<file path="config.mk">
export PLATFORM = sky130hd
export DESIGN_NAME = csc_host
export DESIGN_NICKNAME = d
export VERILOG_FILES = /design/src/rtl/csc_pkg.sv /design/src/rtl/csc_strm_if.sv /design/src/rtl/csc_fifo.sv /design/src/rtl/csc_host.sv /design/src/rtl/csc_sync.sv
export SDC_FILE = /design/constraint.sdc
export NUM_CORES = 1
export LEC_CHECK = 0
export BUFFER_PORTS_ARGS = -buffer_cell sky130_fd_sc_hd__buf_2
export CAP_MARGIN = 25
export CORE_MARGIN = 2
export CORE_UTILIZATION = 55
export DETAILED_ROUTE_END_ITERATION = 10
export HOLD_SLACK_MARGIN = 0.15
export PLACE_DENSITY = 0.7
export SLEW_MARGIN = 10
export SYNTH_ARGS = -nofsm -noshare
export SYNTH_HDL_FRONTEND = slang
export SYNTH_HIERARCHICAL = 1
export SYNTH_SLANG_ARGS = --single-unit
</file>
<file path="constraint.sdc">
create_clock -name MCLK_I -period 3.8 [get_ports MCLK_I]
set_input_delay 0.38 -clock MCLK_I [delete_from_list [all_inputs] [get_ports MCLK_I]]
set_output_delay 0.38 -clock MCLK_I [all_outputs]
set_load 0.05 [all_outputs]
</file>
<file path="src/rtl/csc_pkg.sv">
// Shared constants and types of the card session host controller
package csc_pkg;
   // Last divider count of the 4 master clocks per card clock half period (card clock = MCLK / 8)
   localparam logic [2:0] CARD_HALF_LAST = 3'h3;
   // Card clocks per etu before and without speed negotiation (372)
   localparam logic [9:0] ETU_DEFAULT = 10'h174;
   // Card clocks after the last response character before clock stop (1 860)
   localparam logic [12:0] STOP_WAIT_CYC = 13'h0744;
   // Card clocks for the early-phase stop wait and the wake-up wait (744)
   localparam logic [12:0] LEGACY_STOP_WAIT_CYC = 13'h02E8;
   localparam logic [12:0] WAKE_WAIT_CYC = 13'h02E8;
   // Etus after the parity sample that cover the rest of the character and its guard
   localparam logic [12:0] TAIL_ETU = 13'h0003;
   // Card clocks with reset held low (400)
   localparam logic [21:0] RST_LOW_CYC = 22'h000190;
   // Default answer timeout in card clocks: 9 600 etu of 372 clocks
   localparam int ATR_WAIT_DEFAULT = 32'h00367E00;
   localparam logic [5:0] ATR_MAX_CHARS = 6'h21;
   localparam logic [1:0] MAX_FAULTS = 2'h3;
   // Initial character as read with direct sampling, for each convention
   localparam logic [7:0] TS_DIRECT_RAW = 8'h3B;
   localparam logic [7:0] TS_INVERSE_RAW = 8'h03;
   localparam logic [7:0] TA1_DEFAULT = 8'h11;
   localparam logic [7:0] EGT_NONE = 8'h00;
   localparam logic [7:0] EGT_MIN_DELAY = 8'hFF;
   localparam logic [7:0] WWI_DEFAULT = 8'h0A;
   // Start, 8 data and parity, then guard: 12 etu from start to start
   localparam logic [3:0] FRAME_BITS = 4'hA;
   localparam logic [3:0] GUARD_BITS = 4'h2;
   localparam logic [3:0] PARITY_BIT = 4'h9;

   typedef enum logic [2:0] {ST_OFF, ST_RST, ST_ATR, ST_READY, ST_STOPPED, ST_WAKE,
      ST_REJECT} csc_state_e;
   typedef enum logic [2:0] {PH_TS, PH_T0, PH_IF, PH_HIST, PH_TCK, PH_DONE} csc_phase_e;
endpackage

</file>
<file path="src/rtl/csc_strm_if.sv">
// Valid/ready byte stream between the host's own modules
`timescale 1ns/1ns
interface csc_strm_if #(parameter int W = 8) ();
   logic [W-1:0] data;
   logic valid;
   logic ready;
   modport src(output data, output valid, input ready);
   modport snk(input data, input valid, output ready);
endinterface

</file>
<file path="src/rtl/csc_fifo.sv">
// Small command byte FIFO with registered full flag
`timescale 1ns/1ns
module csc_fifo #(
   parameter int W = 8,
   parameter int DEPTH = 4
) (
   input wire logic clk_i,
   input wire logic rst_i,
   csc_strm_if.snk s,
   csc_strm_if.src m
);
   localparam int AW = $clog2(DEPTH);

   typedef struct packed {
      logic [DEPTH-1:0][W-1:0] mem;
      logic [AW-1:0] wr;
      logic [AW-1:0] rd;
      logic [AW:0] cnt;
      logic full;
   } csc_fifo_s;

   csc_fifo_s q;
   csc_fifo_s d;
   logic push;
   logic pop;

   always_comb
   begin
      d = q;
      push = s.valid && !q.full;
      pop = m.ready && (q.cnt != '0);
      if (push)
      begin
         d.mem[q.wr] = s.data;
         d.wr = (q.wr == AW'(DEPTH - 1)) ? '0 : q.wr + 1'b1;
      end
      if (pop)
      begin
         d.rd = (q.rd == AW'(DEPTH - 1)) ? '0 : q.rd + 1'b1;
      end
      d.cnt = q.cnt + {{AW{1'b0}}, push} - {{AW{1'b0}}, pop};
      d.full = (d.cnt == (AW + 1)'(DEPTH));
   end

   always_ff @(posedge clk_i)
   begin
      if (rst_i)
      begin
         q <= '0;
      end
      else
      begin
         q <= d;
      end
   end

   assign s.ready = !q.full;
   assign m.valid = (q.cnt != '0);
   assign m.data = q.mem[q.rd];
endmodule

</file>
<file path="src/rtl/csc_host.sv">
// Terminal-side controller: card clock, reset, answer parsing, command stream
`timescale 1ns/1ns
// How it works
// Card is busy during commands, idle otherwise
// Clock stops only when the card allows it
// Wait 1860 clocks after last character before stop
// Wait 744 clocks after restart before sending
// Card answers normal completion to power-down
// Later-phase terminal never sends power-down command
// Early-phase terminal waits 744 clocks before stop
// Answer bits timed at clock divided by 372
// Keep 372 unless negotiation succeeded
// Answer holds at most 33 characters
// Accept other-protocol, historical and check characters
// Initial character sets the coding convention
// Format character announces following characters
// Speed character not 11 requires negotiation
// Nonzero programming voltage index rejects answer
// Guard character not 0 or 255 rejects
// Card never sends programming-voltage character
// Apply the work waiting time character
// Each protocol indicator sets following characters
// Check character present unless only T=0
// Guard 255 means 12 etu between characters
// Retry reset; reject after three faulty answers
// Clock counter cleared per event enforces waits
module csc_host #(
   parameter int ATR_WAIT_CYC = csc_pkg::ATR_WAIT_DEFAULT,
   parameter bit EARLY_PHASE = 1'b0,
   parameter int FIFO_DEPTH = 4
) (
   input wire logic MCLK_I,
   input wire logic RST_I,
   input wire logic START_I,
   input wire logic STOP_ALLOWED_I,
   input wire logic CLK_STOP_REQ_I,
   input wire logic NEG_DONE_I,
   input wire logic [9:0] NEG_ETU_I,
   input wire logic [7:0] TX_DATA_I,
   input wire logic TX_VALID_I,
   output logic TX_READY_O,
   input wire logic IO_I,
   output logic IO_O,
   output logic IO_OE_N_O,
   output logic CARD_CLK_O,
   output logic CARD_RST_O,
   output logic [7:0] RX_DATA_O,
   output logic RX_VALID_O,
   output logic SESSION_READY_O,
   output logic SPEED_NEG_REQ_O,
   output logic [7:0] SPEED_CHAR_O,
   output logic [7:0] WWI_O,
   output logic INVERSE_O,
   output logic CLK_STOPPED_O,
   output logic CARD_REJECTED_O
);
   typedef struct packed {
      csc_pkg::csc_state_e st;
      csc_pkg::csc_phase_e ph;
      logic [2:0] div;
      logic cclk;
      logic card_rst;
      logic [9:0] etu_div;
      logic [9:0] etu_cnt;
      logic [12:0] gap;
      logic [21:0] wait_cnt;
      logic rx_arm;
      logic rx_busy;
      logic rx_done;
      logic [3:0] rx_bit;
      logic [9:0] rx_sh;
      logic tx_busy;
      logic [3:0] tx_bit;
      logic [11:0] tx_sh;
      logic io_o;
      logic io_oe_n;
      logic inverse;
      logic [3:0] y;
      logic [3:0] k;
      logic [2:0] idx;
      logic tck_need;
      logic [7:0] xsum;
      logic [5:0] nchar;
      logic fault;
      logic [1:0] faults;
      logic [7:0] ta1;
      logic ta1_seen;
      logic [7:0] wwi;
      logic [7:0] rx_data;
      logic rx_valid;
      logic ready;
      logic need_neg;
      logic stopped;
      logic rejected;
   } csc_host_s;

   csc_host_s q;
   csc_host_s d;
   logic io_s;
   logic tick;
   logic etu_end;
   logic pop;
   logic parity_ok;
   logic [7:0] raw;
   logic [7:0] dat;
   logic [7:0] txb;
   logic [3:0] ny;
   logic [12:0] stop_need;
   logic fin;

   csc_strm_if #(.W(8)) in_if ();
   csc_strm_if #(.W(8)) out_if ();

   // ==========================================================
   // Input synchroniser and command FIFO
   csc_sync u_io_sync (
      .clk_i(MCLK_I),
      .rst_i(RST_I),
      .d_i(IO_I),
      .q_o(io_s)
   );

   assign in_if.data = TX_DATA_I;
   assign in_if.valid = TX_VALID_I;
   assign TX_READY_O = in_if.ready;
   assign out_if.ready = pop;

   csc_fifo #(.W(8), .DEPTH(FIFO_DEPTH)) u_fifo (
      .clk_i(MCLK_I),
      .rst_i(RST_I),
      .s(in_if.snk),
      .m(out_if.src)
   );

   // Parse step after each format, interface or historical character
   function automatic csc_pkg::csc_phase_e next_ph(logic [3:0] y, logic [3:0] k, logic t);
      if (y != 4'h0)
      begin
         return csc_pkg::PH_IF;
      end
      else if (k != 4'h0)
      begin
         return csc_pkg::PH_HIST;
      end
      else if (t)
      begin
         return csc_pkg::PH_TCK;
      end
      return csc_pkg::PH_DONE;
   endfunction

   // ==========================================================
   // Next-state logic
   always_comb
   begin
      d = q;
      tick = 1'b0;
      pop = 1'b0;
      fin = 1'b0;
      ny = q.y;
      d.rx_valid = 1'b0;
      d.rx_done = 1'b0;
      raw = q.rx_sh[8:1];
      for (int j = 0; j < 8; j++)
      begin
         dat[7 - j] = ~raw[j];
      end
      if (!q.inverse)
      begin
         dat = raw;
      end
      parity_ok = q.inverse ? (^q.rx_sh[9:1]) : !(^q.rx_sh[9:1]);
      txb = out_if.data;
      stop_need = (EARLY_PHASE ? csc_pkg::LEGACY_STOP_WAIT_CYC : csc_pkg::STOP_WAIT_CYC)
         + {3'h0, q.etu_div} * csc_pkg::TAIL_ETU;

      // Card clock divider, frozen low when stopped or inactive
      if (q.st == csc_pkg::ST_OFF || q.st == csc_pkg::ST_STOPPED || q.st == csc_pkg::ST_REJECT)
      begin
         d.div = 3'h0;
         d.cclk = 1'b0;
      end
      else if (q.div == csc_pkg::CARD_HALF_LAST)
      begin
         d.div = 3'h0;
         d.cclk = !q.cclk;
         tick = !q.cclk;
      end
      else
      begin
         d.div = q.div + 3'h1;
      end

      // Card clock counter since the last qualifying event
      if (tick && q.gap != 13'h1FFF)
      begin
         d.gap = q.gap + 13'h0001;
      end
      etu_end = tick && (q.etu_cnt == 10'h001);
      if (etu_end)
      begin
         d.etu_cnt = q.etu_div;
      end
      else if (tick && q.etu_cnt != 10'h000)
      begin
         d.etu_cnt = q.etu_cnt - 10'h001;
      end

      // ==========================================================
      // Receiver: start edge, mid-bit samples
      if (!q.rx_busy)
      begin
         if (io_s)
         begin
            d.rx_arm = 1'b1;
         end
         if (q.rx_arm && !io_s && !q.tx_busy &&
             (q.st == csc_pkg::ST_ATR || q.st == csc_pkg::ST_READY))
         begin
            d.rx_busy = 1'b1;
            d.rx_arm = 1'b0;
            d.rx_bit = 4'h0;
            d.etu_cnt = {1'b0, q.etu_div[9:1]};
         end
      end
      else if (etu_end)
      begin
         d.rx_sh[q.rx_bit] = io_s;
         d.rx_bit = q.rx_bit + 4'h1;
         if (q.rx_bit == 4'h0 && io_s)
         begin
            d.rx_busy = 1'b0;
         end
         if (q.rx_bit == csc_pkg::PARITY_BIT)
         begin
            d.rx_busy = 1'b0;
            d.rx_done = 1'b1;
            d.gap = 13'h0000;
         end
      end

      // ==========================================================
      // Transmitter: user bytes only, so no power-down command is generated
      if (!q.tx_busy)
      begin
         if (q.st == csc_pkg::ST_READY && !q.rx_busy && q.rx_arm && out_if.valid)
         begin
            pop = 1'b1;
            d.tx_busy = 1'b1;
            d.tx_bit = 4'h0;
            d.etu_cnt = q.etu_div;
            d.io_oe_n = 1'b0;
            if (q.inverse)
            begin
               d.tx_sh = {2'b11, ^txb, {<<{txb}}, 1'b0};
               d.tx_sh[9:1] = ~d.tx_sh[9:1];
            end
            else
            begin
               d.tx_sh = {2'b11, ^txb, txb, 1'b0};
            end
         end
      end
      else if (etu_end)
      begin
         d.tx_sh = {1'b1, q.tx_sh[11:1]};
         d.io_oe_n = q.tx_sh[1];
         d.tx_bit = q.tx_bit + 4'h1;
         if (q.tx_bit == csc_pkg::FRAME_BITS + csc_pkg::GUARD_BITS - 4'h1)
         begin
            d.tx_busy = 1'b0;
            d.io_oe_n = 1'b1;
            d.gap = 13'h0000;
         end
      end

      // ==========================================================
      // Session sequence
      case (q.st)
         csc_pkg::ST_OFF:
         begin
            d.card_rst = 1'b0;
            if (START_I)
            begin
               d.st = csc_pkg::ST_RST;
               d.wait_cnt = 22'h000000;
            end
         end
         csc_pkg::ST_RST:
         begin
            d.card_rst = 1'b0;
            d.ready = 1'b0;
            if (tick)
            begin
               d.wait_cnt = q.wait_cnt + 22'h000001;
            end
            if (q.wait_cnt >= csc_pkg::RST_LOW_CYC)
            begin
               d.card_rst = 1'b1;
               d.st = csc_pkg::ST_ATR;
               d.ph = csc_pkg::PH_TS;
               d.wait_cnt = 22'h000000;
               d.nchar = 6'h00;
               d.fault = 1'b0;
               d.tck_need = 1'b0;
               d.ta1_seen = 1'b0;
               d.ta1 = csc_pkg::TA1_DEFAULT;
               d.wwi = csc_pkg::WWI_DEFAULT;
               d.xsum = 8'h00;
               d.inverse = 1'b0;
               d.etu_div = csc_pkg::ETU_DEFAULT;
               d.rx_arm = 1'b0;
            end
         end
         csc_pkg::ST_ATR:
         begin
            if (tick)
            begin
               d.wait_cnt = q.wait_cnt + 22'h000001;
            end
            if (q.rx_done)
            begin
               d.wait_cnt = 22'h000000;
               d.nchar = q.nchar + 6'h01;
               if (q.nchar == csc_pkg::ATR_MAX_CHARS)
               begin
                  d.fault = 1'b1;
               end
               if (q.ph != csc_pkg::PH_TS)
               begin
                  d.xsum = q.xsum ^ dat;
                  if (!parity_ok)
                  begin
                     d.fault = 1'b1;
                  end
               end
               case (q.ph)
                  csc_pkg::PH_TS:
                  begin
                     d.ph = csc_pkg::PH_T0;
                     if (raw == csc_pkg::TS_INVERSE_RAW)
                     begin
                        d.inverse = 1'b1;
                     end
                     else if (raw != csc_pkg::TS_DIRECT_RAW)
                     begin
                        d.fault = 1'b1;
                     end
                  end
                  csc_pkg::PH_T0:
                  begin
                     d.y = dat[7:4];
                     d.k = dat[3:0];
                     d.idx = 3'h1;
                     d.ph = next_ph(dat[7:4], dat[3:0], 1'b0);
                  end
                  csc_pkg::PH_IF:
                  begin
                     if (q.y[0])
                     begin
                        ny[0] = 1'b0;
                        if (q.idx == 3'h1)
                        begin
                           d.ta1 = dat;
                           d.ta1_seen = 1'b1;
                        end
                     end
                     else if (q.y[1])
                     begin
                        ny[1] = 1'b0;
                        if (q.idx == 3'h1 && dat[4:0] != 5'h00)
                        begin
                           d.fault = 1'b1;
                        end
                     end
                     else if (q.y[2])
                     begin
                        ny[2] = 1'b0;
                        if (q.idx == 3'h1 && dat != csc_pkg::EGT_NONE &&
                            dat != csc_pkg::EGT_MIN_DELAY)
                        begin
                           d.fault = 1'b1;
                        end
                        if (q.idx == 3'h2)
                        begin
                           d.wwi = dat;
                        end
                     end
                     else
                     begin
                        ny = dat[7:4];
                        d.idx = q.idx + 3'h1;
                        if (dat[3:0] != 4'h0)
                        begin
                           d.tck_need = 1'b1;
                        end
                     end
                     d.y = ny;
                     d.ph = next_ph(ny, q.k, d.tck_need);
                  end
                  csc_pkg::PH_HIST:
                  begin
                     d.k = q.k - 4'h1;
                     d.ph = next_ph(4'h0, d.k, q.tck_need);
                  end
                  csc_pkg::PH_TCK:
                  begin
                     d.ph = csc_pkg::PH_DONE;
                     if ((q.xsum ^ dat) != 8'h00)
                     begin
                        d.fault = 1'b1;
                     end
                  end
                  default:
                  begin
                     d.ph = csc_pkg::PH_DONE;
                  end
               endcase
            end
            fin = (q.ph == csc_pkg::PH_DONE) || q.fault || (q.wait_cnt >= 22'(ATR_WAIT_CYC));
            if (fin)
            begin
               if (q.fault || q.ph != csc_pkg::PH_DONE)
               begin
                  if (q.faults == csc_pkg::MAX_FAULTS - 2'h1)
                  begin
                     d.st = csc_pkg::ST_REJECT;
                     d.rejected = 1'b1;
                  end
                  else
                  begin
                     d.faults = q.faults + 2'h1;
                     d.st = csc_pkg::ST_RST;
                     d.card_rst = 1'b0;
                     d.wait_cnt = 22'h000000;
                  end
               end
               else
               begin
                  d.st = csc_pkg::ST_READY;
                  d.ready = 1'b1;
                  d.faults = 2'h0;
                  d.need_neg = q.ta1_seen && (q.ta1 != csc_pkg::TA1_DEFAULT);
               end
            end
         end
         csc_pkg::ST_READY:
         begin
            if (q.rx_done)
            begin
               d.rx_data = dat;
               d.rx_valid = 1'b1;
            end
            if (NEG_DONE_I)
            begin
               d.etu_div = NEG_ETU_I;
               d.need_neg = 1'b0;
            end
            // Stop only in a low phase that is not about to end, so no high pulse is cut short
            if (CLK_STOP_REQ_I && STOP_ALLOWED_I && !q.rx_busy && !q.tx_busy &&
                !q.cclk && q.div != csc_pkg::CARD_HALF_LAST &&
                !q.rx_done && q.gap >= stop_need)
            begin
               d.st = csc_pkg::ST_STOPPED;
               d.stopped = 1'b1;
            end
         end
         csc_pkg::ST_STOPPED:
         begin
            if (!CLK_STOP_REQ_I)
            begin
               d.st = csc_pkg::ST_WAKE;
               d.stopped = 1'b0;
               d.gap = 13'h0000;
            end
         end
         csc_pkg::ST_WAKE:
         begin
            if (q.gap >= csc_pkg::WAKE_WAIT_CYC)
            begin
               d.st = csc_pkg::ST_READY;
            end
         end
         default:
         begin
            d.card_rst = 1'b0;
         end
      endcase

      // Deactivation from any state
      if (!START_I)
      begin
         d.st = csc_pkg::ST_OFF;
         d.card_rst = 1'b0;
         d.faults = 2'h0;
         d.ready = 1'b0;
         d.need_neg = 1'b0;
         d.stopped = 1'b0;
         d.rejected = 1'b0;
         d.rx_busy = 1'b0;
         d.tx_busy = 1'b0;
         d.io_oe_n = 1'b1;
      end
   end

   always_ff @(posedge MCLK_I)
   begin
      if (RST_I)
      begin
         q <= '0;
         q.st <= csc_pkg::ST_OFF;
         q.ph <= csc_pkg::PH_TS;
         q.io_oe_n <= 1'b1;
         q.etu_div <= csc_pkg::ETU_DEFAULT;
         q.ta1 <= csc_pkg::TA1_DEFAULT;
         q.wwi <= csc_pkg::WWI_DEFAULT;
      end
      else
      begin
         q <= d;
      end
   end

   // ==========================================================
   // Outputs
   assign IO_O = q.io_o;
   assign IO_OE_N_O = q.io_oe_n;
   assign CARD_CLK_O = q.cclk;
   assign CARD_RST_O = q.card_rst;
   assign RX_DATA_O = q.rx_data;
   assign RX_VALID_O = q.rx_valid;
   assign SESSION_READY_O = q.ready;
   assign SPEED_NEG_REQ_O = q.need_neg;
   assign SPEED_CHAR_O = q.ta1;
   assign WWI_O = q.wwi;
   assign INVERSE_O = q.inverse;
   assign CLK_STOPPED_O = q.stopped;
   assign CARD_REJECTED_O = q.rejected;
endmodule

</file>
<file path="src/rtl/csc_sync.sv">
// Three-stage input synchroniser with agreement filter
`timescale 1ns/1ns
module csc_sync (
   input wire logic clk_i,
   input wire logic rst_i,
   input wire logic d_i,
   output logic q_o
);
   typedef struct packed {
      logic s1;
      logic s2;
      logic s3;
      logic val;
   } csc_sync_s;

   csc_sync_s q;
   csc_sync_s d;

   always_comb
   begin
      d = q;
      d.s1 = d_i;
      d.s2 = q.s1;
      d.s3 = q.s2;
      if (q.s2 == q.s3)
      begin
         d.val = q.s3;
      end
   end

   // Idle line is high
   always_ff @(posedge clk_i)
   begin
      if (rst_i)
      begin
         q <= '1;
      end
      else
      begin
         q <= d;
      end
   end

   assign q_o = q.val;
endmodule

</file>
* Word-level counts from Yosys, hierarchy flattened *
Cells that the tools add are included.

storage, ports and cells
  output and inout bits = 35
  input port bits = 26
  word-level logic and storage cells = 405
  register bits after elaboration = 205

operators by class
  bitwise logic cells = 15
  mux-type cells = 168
  equality and inequality tests = 57
  multiply operators = 1
  add/subtract/negate cells = 15
  reductions and logical operators = 92
  magnitude comparators = 9

operator list
  operator               number
  $mux 22                6
  $mux 13                9
  $mux 17                6
  $mux 10                8
  $pmux 22 s3            1
  $mux 8                 8
  $mux 1                 63
  $mux 3                 21
  $pmux 17 s2            1
  $bwmux 32              1
  $mux 16                2
  $mux 4                 8
  $pmux 16 s2            1
  $mux 28                1
  $ne 2x2->1 const B     13
  $logic_and 1x1->1      25
  $mux 23                1
  $add 22x1->22 const B  1
  $ge 22x22->1 const B   1
  $ge 22x9->1 const B    1
  $ne 2x1->1 const B     11
  $reduce_and 3->1       7
  $mux 2                 10
  $pmux 10 s2            1
  69 further kinds       150

* Logic depth before layout (Yosys ltp) *
Gate-level depths: netlist (run 1).

  depth after elaboration = 20
  gate-level depth with buffers = 19
  gate-level depth less buffers = 19

* By module *
Netlist (run 1), hierarchy kept.

by module, submodules not included
  module    instances  seq. area each (um2)  area each (um2)  cells an instance
  csc_host  1          3,183.1               9,761.9          1,211
  csc_fifo  1          800.8                 1,816.7          198
  csc_sync  1          80.1                  115.1            10

* Least setup slack after synthesis (run 1) *
Ideal clock, no wire load.

  path type = register to register
  start point = register, netlist name q[142]
  end point = register, netlist name q[161]
  required time = 3.684 ns
  period minus slack after synthesis = 3.361 ns
  path buffers = 0
  arrival = 3.244 ns
  setup slack = 0.439 ns
  library setup time = 0.116 ns
  stages on the path, launching flop included = 19
  cells stage by stage = dfxtp_1 > inv_1 > ha_1 > inv_1 > ha_1 > inv_1 > fa_1 > nor2b_1 > o21ai_0 > nand2b_1 > a31oi_1 > a21oi_1 > a22oi_1 > ha_1 > and3_1 > a221oi_1 > o22ai_1 > or2_2 > a31o_2

==> results.md, run 1 <==
| Step | Metric | This run |
| --- | --- | --- |
| finish | Post-Layout Cell Count | 1729 |
| logic synthesis | Mapped cell area | 11700 um^2 |
| worst hold path | Critical hold path startpoint | NEG_ETU_I[3] |
| clocking | Buffer depth of the longest clock path | 3 |
| floorplanning | Row cnt | 53 |
| clocking | Root buffer cell | sky130_fd_sc_hd__clkbuf_16 |
| timing | Peak Freq | 0.278 GHz |
| placed design | Quantity of I/O buffers inserted on ports | 59 |
| floorplanning | Die Y | 150 um |
| power | P_leak | 0.00497 uW |
| logic synthesis | Netlist cell types | 93 |
| global route | First-pass GRT wire length | 49.4 mm |
| logic synthesis | Top cell types by occurrence after synthesis | sky130_fd_sc_hd__dfxtp_1, sky130_fd_sc_hd__nor2_1, sky130_fd_sc_hd__nand2_1 |
| placed design | Gpl congestion | 0.912 |
| timing | Total setup violations reported at the end of the flow | 0 |
| worst hold path | Endpoint of the worst hold path | q[144]$_SDFFE_PP0P_ |
| logic synthesis | Synth async-reset ratio | 0% |
| global route | Maximum number of pins on one net before global-route repair | 94 |
| clocking | CTS H-tree lvls | 1 |
| drt | Antenna Violating Nets Remaining | 0 |
| placed design | Dpl cells | 1677 |
| power | Peak VDD IR | 402 uV |
| floorplanning | Core region area | 21000 um^2 |
| drt | Number of search-and-repair iterations in the first detailed-routing pass | 6 |
| logic synthesis | Share of the synthesized area in the top cell type | 34.8% |
| logic synthesis | Yosys top cell by area | sky130_fd_sc_hd__dfxtp_1 |
| logic synthesis | EDFF count, synth | 0 |
| worst setup path | Largest driver fanout on the critical path | 5 |
| logic synthesis | Sequential element share of the synthesized area | 34.8% |
| floorplanning | Number of top-level pins | 61 |
| timing | Worst Tran Pin Value | 0.988 ns |
| worst setup path | Number of buffers and inverters on the critical path | 0 |
| logic synthesis | Top post-synthesis cells by area | sky130_fd_sc_hd__dfxtp_1, sky130_fd_sc_hd__ha_1, sky130_fd_sc_hd__nor2_1 |
| worst setup path | Critical path arrival | 4.01 ns |
| finish | Signed area change from the synthesized netlist to the final layout | 9.78% |
| clocking | Total number of clock tree sinks | 203 |
| outcome | Result of the run | complete, no violations |
| floorplanning | Die Area | 22400 um^2 |
| job | Max-cap check violation count | 0 |
| worst setup path | CP max stage cell | sky130_fd_sc_hd__dfxtp_1 |
| timing | Final Critical Period | 3.60 ns |
| worst setup path | Top Family by Delay on Critical Path | compound AO/OA/AOI/OAI gates |
| logic synthesis | #FFs+latches synth | 203 |
| timing | Final worst clock skew | 0.0155 ns |
| logic synthesis | YS warnings | 6 |
| timing | Max-slew violations | 0 |
| finish | Final #Nets | 1535 |
| global route | Global-route total usage across every layer | 27.0% |
| worst setup path | RR Startpoint | q[144]$_SDFFE_PP0P_ |
| global route | Total gr overflow | 0 |
| clocking | CTS tree | built |
| finish | Fraction of final layout cells sized beyond drive strength 1 | 11.5% |
| floorplanning | Starting utilization of the core area | 55.8% |
| logic synthesis | Post-Syn Instances | 1419 |
| drt | DR WL/cell | 17.5 um |
| drt | Total Wirelength | 30.3 mm |
| clocking | Clock slew at reported path FFs | 0.06 ns |
| worst setup path | Worst path max stage delay | 0.42 ns |
| clocking | Clock insertion delay at the later pin of the skew report | 0.52 ns |
| drt | Initial detailed-routing violation count | 875 |
| finish | Diode count | 0 |
| logic synthesis | Syn nets | 1517 |
| worst hold path | Path class of the lowest-slack min-delay path | input pin to flip-flop |
| clocking | Number of buffers added by the clock tree synthesis step | 23 |
| worst setup path | Crit path required time | 4.21 ns |
| worst setup path | R2r endpoint | q[161]$_SDFFE_PP0P_ |
| logic synthesis | Dominant register cell in the synthesized netlist | sky130_fd_sc_hd__dfxtp_1 |
| placed design | Detailed placer's ending HPWL | 21.1 mm |
| worst setup path | Critical Path, Cell by Cell | ha_1 > ha_1 > a21o_1 > a21oi_1 > o21ai_0 > o211ai_1 > o21bai_1 > xnor2_1 > ha_1 > a21o_1 > a221oi_2 > o22ai_2 > or2_4 > a31o_2 |
| worst setup path | Worst Setup Start Kind | flip-flop |
| logic synthesis | Most numerous cell in the Yosys netlist | sky130_fd_sc_hd__dfxtp_1 |
| worst setup path | Cell mode on critical path | sky130_fd_sc_hd__ha_1 |
| logic synthesis | Per-instance average area after synthesis | 8.24 um^2 |
| worst setup path | R2R Setup Slk | 0.20 ns |
| worst setup path | Length in cells of the worst reg-to-reg path | 14 |
| worst setup path | Endpoint type of the worst setup path | flip-flop |
| drt | Vias per cell | 6.03 |
| floorplanning | Die Width | 150 um |
| timing | Sum Neg Setup Slack | 0 ns |
| power | Power density over the cells | 378 nW/um^2 |
| drt | Count of unresolved DRC violations after routing | 0 |
| timing | Final Hold Violating Endpoints | 0 |
| global route | Initial antenna violation count | 0 |
| global route | Number of global-route vias before repair | 9616 |
| timing | Headroom to the max-slew limit | 34.1% |
| timing | Final worst path period share | 94.8% |
| worst hold path | Hold Path Stages | 3 |
| timing | RSZ-0062 raised after global routing | false |
| worst setup path | Critical Setup Path Class | flip-flop to flip-flop |
| drt | Number of vias in the routed layout | 10400 |
-- registers in the layout (all words and copies together) (netlist names), 2 cells and up --
| register | flops |
|---|---|
| SPEED_CHAR_O | 8 |
| WWI_O | 8 |
| RX_DATA_O | 8 |
| u_fifo/q | 40 |
| q | 126 |
| u_io_sync/d | 2 |
-- cell usage in the layout, fill, tap and decap left out, types with 9 or more instances in the layout --
cell type / instances
sky130_fd_sc_hd__or3_1: 14
sky130_fd_sc_hd__a211oi_1: 21
sky130_fd_sc_hd__nand2_1: 138
sky130_fd_sc_hd__a21o_1: 12
sky130_fd_sc_hd__a32o_1: 12
sky130_fd_sc_hd__o211ai_1: 14
sky130_fd_sc_hd__and3_1: 13
sky130_fd_sc_hd__nor2b_1: 12
sky130_fd_sc_hd__a221oi_1: 9
sky130_fd_sc_hd__nand4_1: 19
sky130_fd_sc_hd__clkbuf_16: 23
sky130_fd_sc_hd__and2_1: 9
sky130_fd_sc_hd__a21oi_1: 106
sky130_fd_sc_hd__xnor2_1: 32
sky130_fd_sc_hd__buf_2: 59
sky130_fd_sc_hd__a31oi_1: 17
sky130_fd_sc_hd__dfxtp_1: 201
sky130_fd_sc_hd__nand3_1: 63
sky130_fd_sc_hd__xor2_1: 23
sky130_fd_sc_hd__nor4_1: 19
sky130_fd_sc_hd__nor2_1: 168
sky130_fd_sc_hd__a22oi_1: 10
sky130_fd_sc_hd__mux2i_1: 26
sky130_fd_sc_hd__inv_1: 55
sky130_fd_sc_hd__nand3b_1: 16
sky130_fd_sc_hd__o21ai_0: 55
sky130_fd_sc_hd__nand2b_1: 9
sky130_fd_sc_hd__nor3_1: 45
sky130_fd_sc_hd__ha_1: 68
sky130_fd_sc_hd__buf_4: 22
-- kinds of logic after synthesis --
kind of cell	count (synthesis)	synth area share, %
AO/OA/AOI/OAI	326	18.6
XOR/XNOR	55	4.12
adder cells (fa/ha/maj)	72	7.90
buffers and inverters	155	6.49
flip-flops	203	34.8
multiplexers	36	3.96
other	1	0.0321
AND/OR/NAND/NOR	571	24.1
-- metal layers --
layer	vias to the layer above	share of wire, %	global-route usage (%)
met2	318	46	43.7
li1	5107	-	-
met4	0	2.5	8.44
met5	-	0	0
met3	48	5.7	3.26
met1	4947	46	37.6
-- worst max-delay path by stage --
| stage | depth (start not counted) | end | start |
|---|---|---|---|
| final | 14 | q[161]$_SDFFE_PP0P_ | q[144]$_SDFFE_PP0P_ |
| after detailed placement | 18 | q[161]$_SDFFE_PP0P_ | q[142]$_SDFFE_PP0P_ |
| after floorplan | 18 | q[161]$_SDFFE_PP0P_ | q[142]$_SDFFE_PP0P_ |
| after CTS | 18 | q[161]$_SDFFE_PP0P_ | q[142]$_SDFFE_PP0P_ |
| after global placement | 18 | q[161]$_SDFFE_PP0P_ | q[142]$_SDFFE_PP0P_ |
| after global routing | 18 | q[161]$_SDFFE_PP0P_ | q[142]$_SDFFE_PP0P_ |
-- layout make-up --
cell class / count / area (um^2)
Clock buffer: 36 / 704
Clock inverter: 6 / 58.8
Fill cell: 1900 / 8120
Inverter: 58 / 218
Multi-Input combinational cell: 1061 / 6900
Sequential cell: 203 / 4070
Tap cell: 275 / 344
Timing Repair Buffer: 90 / 546
-- metrics by stage --
step | area (um^2) | util (%) | setup slack [ns] | total power, uW | hold slack (ns)
5_1_grt | 12800 | 61.3 | 0.0104 | 5020 | 0.157
2_1_floorplan | 11700 | - | 0.439 | 2550 | 0.385
6_report | 12800 | 61.3 | 0.197 | 4860 | 0.161
4_1_cts | 12800 | 61.0 | 0.0298 | 4890 | 0.151
3_5_place_dp | 11900 | 57.0 | 0.0444 | 2660 | 0.423
3_3_place_gp | 11900 | 57.0 | 0.223 | 2650 | 0.424
-- worst reg2reg max path: cells and delay by family, from the launching register on --
kind / cells / cell delay (ns)
simple gates: 1 / 0.25
flops: 1 / 0.42
fa+ha+maj: 3 / 0.93
xor+xnor: 1 / 0.15
compound gates: 9 / 1.77
-- power by group --
part / total [uW] / switching, uW / internal (uW)
clock: 2240 / 897 / 1340
sequential: 2200 / 33.1 / 2170
combinational: 421 / 267 / 154
total: 4860 / 1200 / 3660
-- timing repair --
| item | 4_1_cts | 5_1_grt |
|---|---|---|
| setup endpoints to repair | 0 | 3 |
| setup buffers | 0 | 1 |
| hold buffers | 8 | 0 |
| resized for setup | 0 | 9 |
| endpoints found under the hold margin | 20 | 0 |
No activity file was read; power rests on OpenSTA's default activity.
==> run 2, diff against run 1 <==
--- a/config.mk
+++ b/config.mk
@@ -11,7 +11,7 @@
 export CORE_UTILIZATION = 55
 export DETAILED_ROUTE_END_ITERATION = 10
 export HOLD_SLACK_MARGIN = 0.15
-export PLACE_DENSITY = 0.7
+export PLACE_DENSITY_LB_ADDON = 0.05
 export SLEW_MARGIN = 10
 export SYNTH_ARGS = -nofsm -noshare
 export SYNTH_HDL_FRONTEND = slang
==> constraint.sdc (replaced) <==
create_clock -name MCLK_I -period 4.6 [get_ports MCLK_I]
set_input_delay 0.46 -clock MCLK_I [delete_from_list [all_inputs] [get_ports MCLK_I]]
set_output_delay 0.46 -clock MCLK_I [all_outputs]
set_load 0.05 [all_outputs]
==> run 2 against run 1 <==
Utilization fell by 1.0 points; via count fell by 0.65%; first-iteration DRC count fell by 28%; sequential cell count did not move; critical path depth rose by 4; worst setup slack improved by 0.63 ns; cell area fell by 1.6%; largest cell class unchanged; largest power group is now registers; highest routed layer unchanged.
==> results.md, run 2 (synthesis results as in run 1) <==
| Step | Metric | This run | vs previous |
| --- | --- | --- | --- |
| timing | Peak Freq | 0.265 GHz | was 0.278 GHz |
| clocking | Number of buffers added by the clock tree synthesis step | 24 | was 23 |
| finish | Diode count | 0 | unchanged |
| drt | Number of vias in the routed layout | 10400 | about the same |
| global route | Initial antenna violation count | 0 | unchanged |
| finish | Largest registers | q (126), u_fifo/q (40) | unchanged |
| finish | Fillers | 1987 | was 1900 |
| clocking | Clock slew at reported path FFs | 0.06 ns | about the same |
| finish | Most frequent cells in the layout | sky130_fd_sc_hd__dfxtp_1, sky130_fd_sc_hd__nor2_1, sky130_fd_sc_hd__nand2_1 | unchanged |
| timing | Setup WS post-layout | 0.825 ns | was 0.197 ns |
| worst setup path | Worst Setup Start Kind | flip-flop | unchanged |
| timing | Final Hold Violating Endpoints | 0 | unchanged |
| timing | Final Critical Period | 3.78 ns | was 3.60 ns |
| global route | Maximum number of pins on one net before global-route repair | 66 | was 94 |
| placed design | Gpl congestion | 0.881 | was 0.912 |
| drt | Antenna Violating Nets Remaining | 0 | unchanged |
| timing | Final worst clock skew | 0.0107 ns | was 0.0155 ns |
| floorplanning | Die Y | 150 um | unchanged |
| timing | Sum Neg Setup Slack | 0 ns | unchanged |
| worst setup path | Critical Setup Path Class | flip-flop to flip-flop | unchanged |
| worst setup path | Worst path max stage delay | 0.40 ns | was 0.42 ns |
| drt | Total Wirelength | 30.7 mm | was 30.3 mm |
| finish | Fraction of final layout cells sized beyond drive strength 1 | 10.2% | was 11.5% |
| finish | Register bank with the most flops | q | unchanged |
| clocking | Buffer depth of the longest clock path | 3 | unchanged |
| timing | Total setup violations reported at the end of the flow | 0 | unchanged |
| worst setup path | Largest driver fanout on the critical path | 5 | unchanged |
| global route | Number of global-route vias before repair | 9445 | was 9616 |
| worst setup path | CP max stage cell | sky130_fd_sc_hd__fa_1 | was sky130_fd_sc_hd__dfxtp_1 |
| power | P_leak | 0.00487 uW | was 0.00497 uW |
| clocking | CTS H-tree lvls | 1 | unchanged |
| worst setup path | Crit path required time | 5.00 ns | was 4.21 ns |
| clocking | Number of gates resized after CTS | 0 | unchanged |
| finish | Final core utilization | 60.3% | was 61.3% |
| finish | Commonest non-fill, non-tap cell in the layout | sky130_fd_sc_hd__dfxtp_1 | unchanged |
| finish | Final #Nets | 1518 | was 1535 |
| clocking | CTS tree | built | unchanged |
| timing | Max-slew violations | 0 | unchanged |
| drt | DR WL/cell | 18.0 um | was 17.5 um |
| power | Peak VDD IR | 267 uV | was 402 uV |
| placed design | Quantity of I/O buffers inserted on ports | 59 | unchanged |
| finish | Signed area change from the synthesized netlist to the final layout | 7.99% | was 9.78% |
| global route | Global-route total usage across every layer | 27.0% | about the same |
| clocking | Clock insertion delay at the later pin of the skew report | 0.52 ns | about the same |
| finish | Number of flip-flops under the largest register name | 126 | unchanged |
| outcome | Result of the run | complete, no violations | unchanged |
| timing | Final worst path period share | 82.1% | was 94.8% |
| floorplanning | Die Area | 22400 um^2 | unchanged |
| placed design | Detailed placer's ending HPWL | 22.1 mm | was 21.1 mm |
| drt | Number of search-and-repair iterations in the first detailed-routing pass | 8 | was 6 |
| clocking | Total number of clock tree sinks | 203 | unchanged |
| worst setup path | Critical path arrival | 4.18 ns | was 4.01 ns |
| worst setup path | Critical Path, Cell by Cell | inv_1 > ha_1 > inv_1 > ha_1 > inv_1 > fa_1 > nor2b_1 > o21ai_0 > nand2b_1 > a31oi_1 > a21oi_1 > xor2_1 > ha_1 > and3_1 > a221oi_1 > o22ai_1 > or2_2 > a31o_2 | was ha_1 > ha_1 > a21o_1 > a21oi_1 > o21ai_0 > o211ai_1 > o21bai_1 > xnor2_1 > ha_1 > a21o_1 > a221oi_2 > o22ai_2 > or2_4 > a31o_2 |
| global route | Total gr overflow | 0 | unchanged |
| floorplanning | Die Width | 150 um | unchanged |
| drt | Vias per cell | 6.06 | was 6.03 |
| timing | Worst Tran Pin Value | 0.950 ns | was 0.988 ns |
| placed design | Placement Setup Slack | 0.931 ns | was 0.0444 ns |
| floorplanning | Row cnt | 53 | unchanged |
| clocking | Root buffer cell | sky130_fd_sc_hd__clkbuf_16 | unchanged |
| floorplanning | Core region area | 21000 um^2 | unchanged |
| power | Power density over the cells | 312 nW/um^2 | was 378 nW/um^2 |
| floorplanning | Starting utilization of the core area | 55.8% | unchanged |
| timing | RSZ-0062 raised after global routing | false | unchanged |
| global route | First-pass GRT wire length | 49.1 mm | was 49.4 mm |
| timing | Final-layout worst hold slack | 0.232 ns | was 0.161 ns |
| worst setup path | Endpoint type of the worst setup path | flip-flop | unchanged |
| drt | Initial detailed-routing violation count | 632 | was 875 |
| drt | Count of unresolved DRC violations after routing | 0 | unchanged |
| floorplanning | Number of top-level pins | 61 | unchanged |
| job | Max-cap check violation count | 0 | unchanged |
| timing | Headroom to the max-slew limit | 34.8% | was 34.1% |
| worst hold path | Path class of the lowest-slack min-delay path | input pin to flip-flop | unchanged |
## run 2: worst paths after layout
path,start,to,slack (ns),depth (start not counted)
max,q[142]$_SDFFE_PP0P_,q[161]$_SDFFE_PP0P_,0.82,18
min,TX_DATA_I[3],u_fifo/q[11]$_SDFFE_PP0P_,0.23,3
max reg2reg,q[142]$_SDFFE_PP0P_,q[161]$_SDFFE_PP0P_,0.82,18
min reg2reg,u_io_sync/d[2]$_SDFF_PP1_,u_io_sync/d[1]$_SDFF_PP1_,0.43,1
## run 2: timing repair
action | CTS | global route
buffers inserted | 0 | 0
endpoints found under the hold margin | 1 | 0
hold buffers | 1 | 0
## run 2: final cells by class
class | instances | area (um^2) | area share [%]
Clock inverter | 4 | 20.0 | 0.159
Sequential cell | 203 | 4060 | 32.2
Tap cell | 275 | 344 | 2.72
Inverter | 58 | 218 | 1.72
Clock buffer | 36 | 717 | 5.68
Timing Repair Buffer | 72 | 395 | 3.13
Multi-Input combinational cell | 1061 | 6870 | 54.4
## run 2: metrics by stage
step,std cells,area [um^2],power (uW)
after CTS,1709,12600,3980
final,1709,12600,3940
after detailed placement,1668,11900,2190
after global routing,1709,12600,4090
after floorplan,1419,11700,2110
after global placement,1665,11900,2190
## run 2: worst max-delay path: cells and delay by family (launching register included)
family / cells / cell delay [ns]
flip-flops: 1 / 0.39
adder cells (fa/ha/maj): 4 / 1.10
AND/OR/NAND/NOR: 4 / 0.73
buffers and inverters: 3 / 0.18
AO/OA/AOI/OAI: 6 / 1.04
XOR/XNOR: 1 / 0.20
## run 2: report_power, final
part / switching (uW) / leakage (uW) / internal [uW] / total, uW
combinational: 216 / 0.00287 / 121 / 338
clock: 719 / 0.000367 / 1060 / 1780
sequential: 32.3 / 0.00164 / 1790 / 1820
total: 968 / 0.00487 / 2980 / 3940
## run 2: layer usage
metal	vias up	track usage (%)	part of all wire, %
met5	-	0	0
met1	4909	38.4	47
met4	0	8.54	2.8
met3	55	4.60	6.4
met2	307	41.7	44
li1	5081	-	-
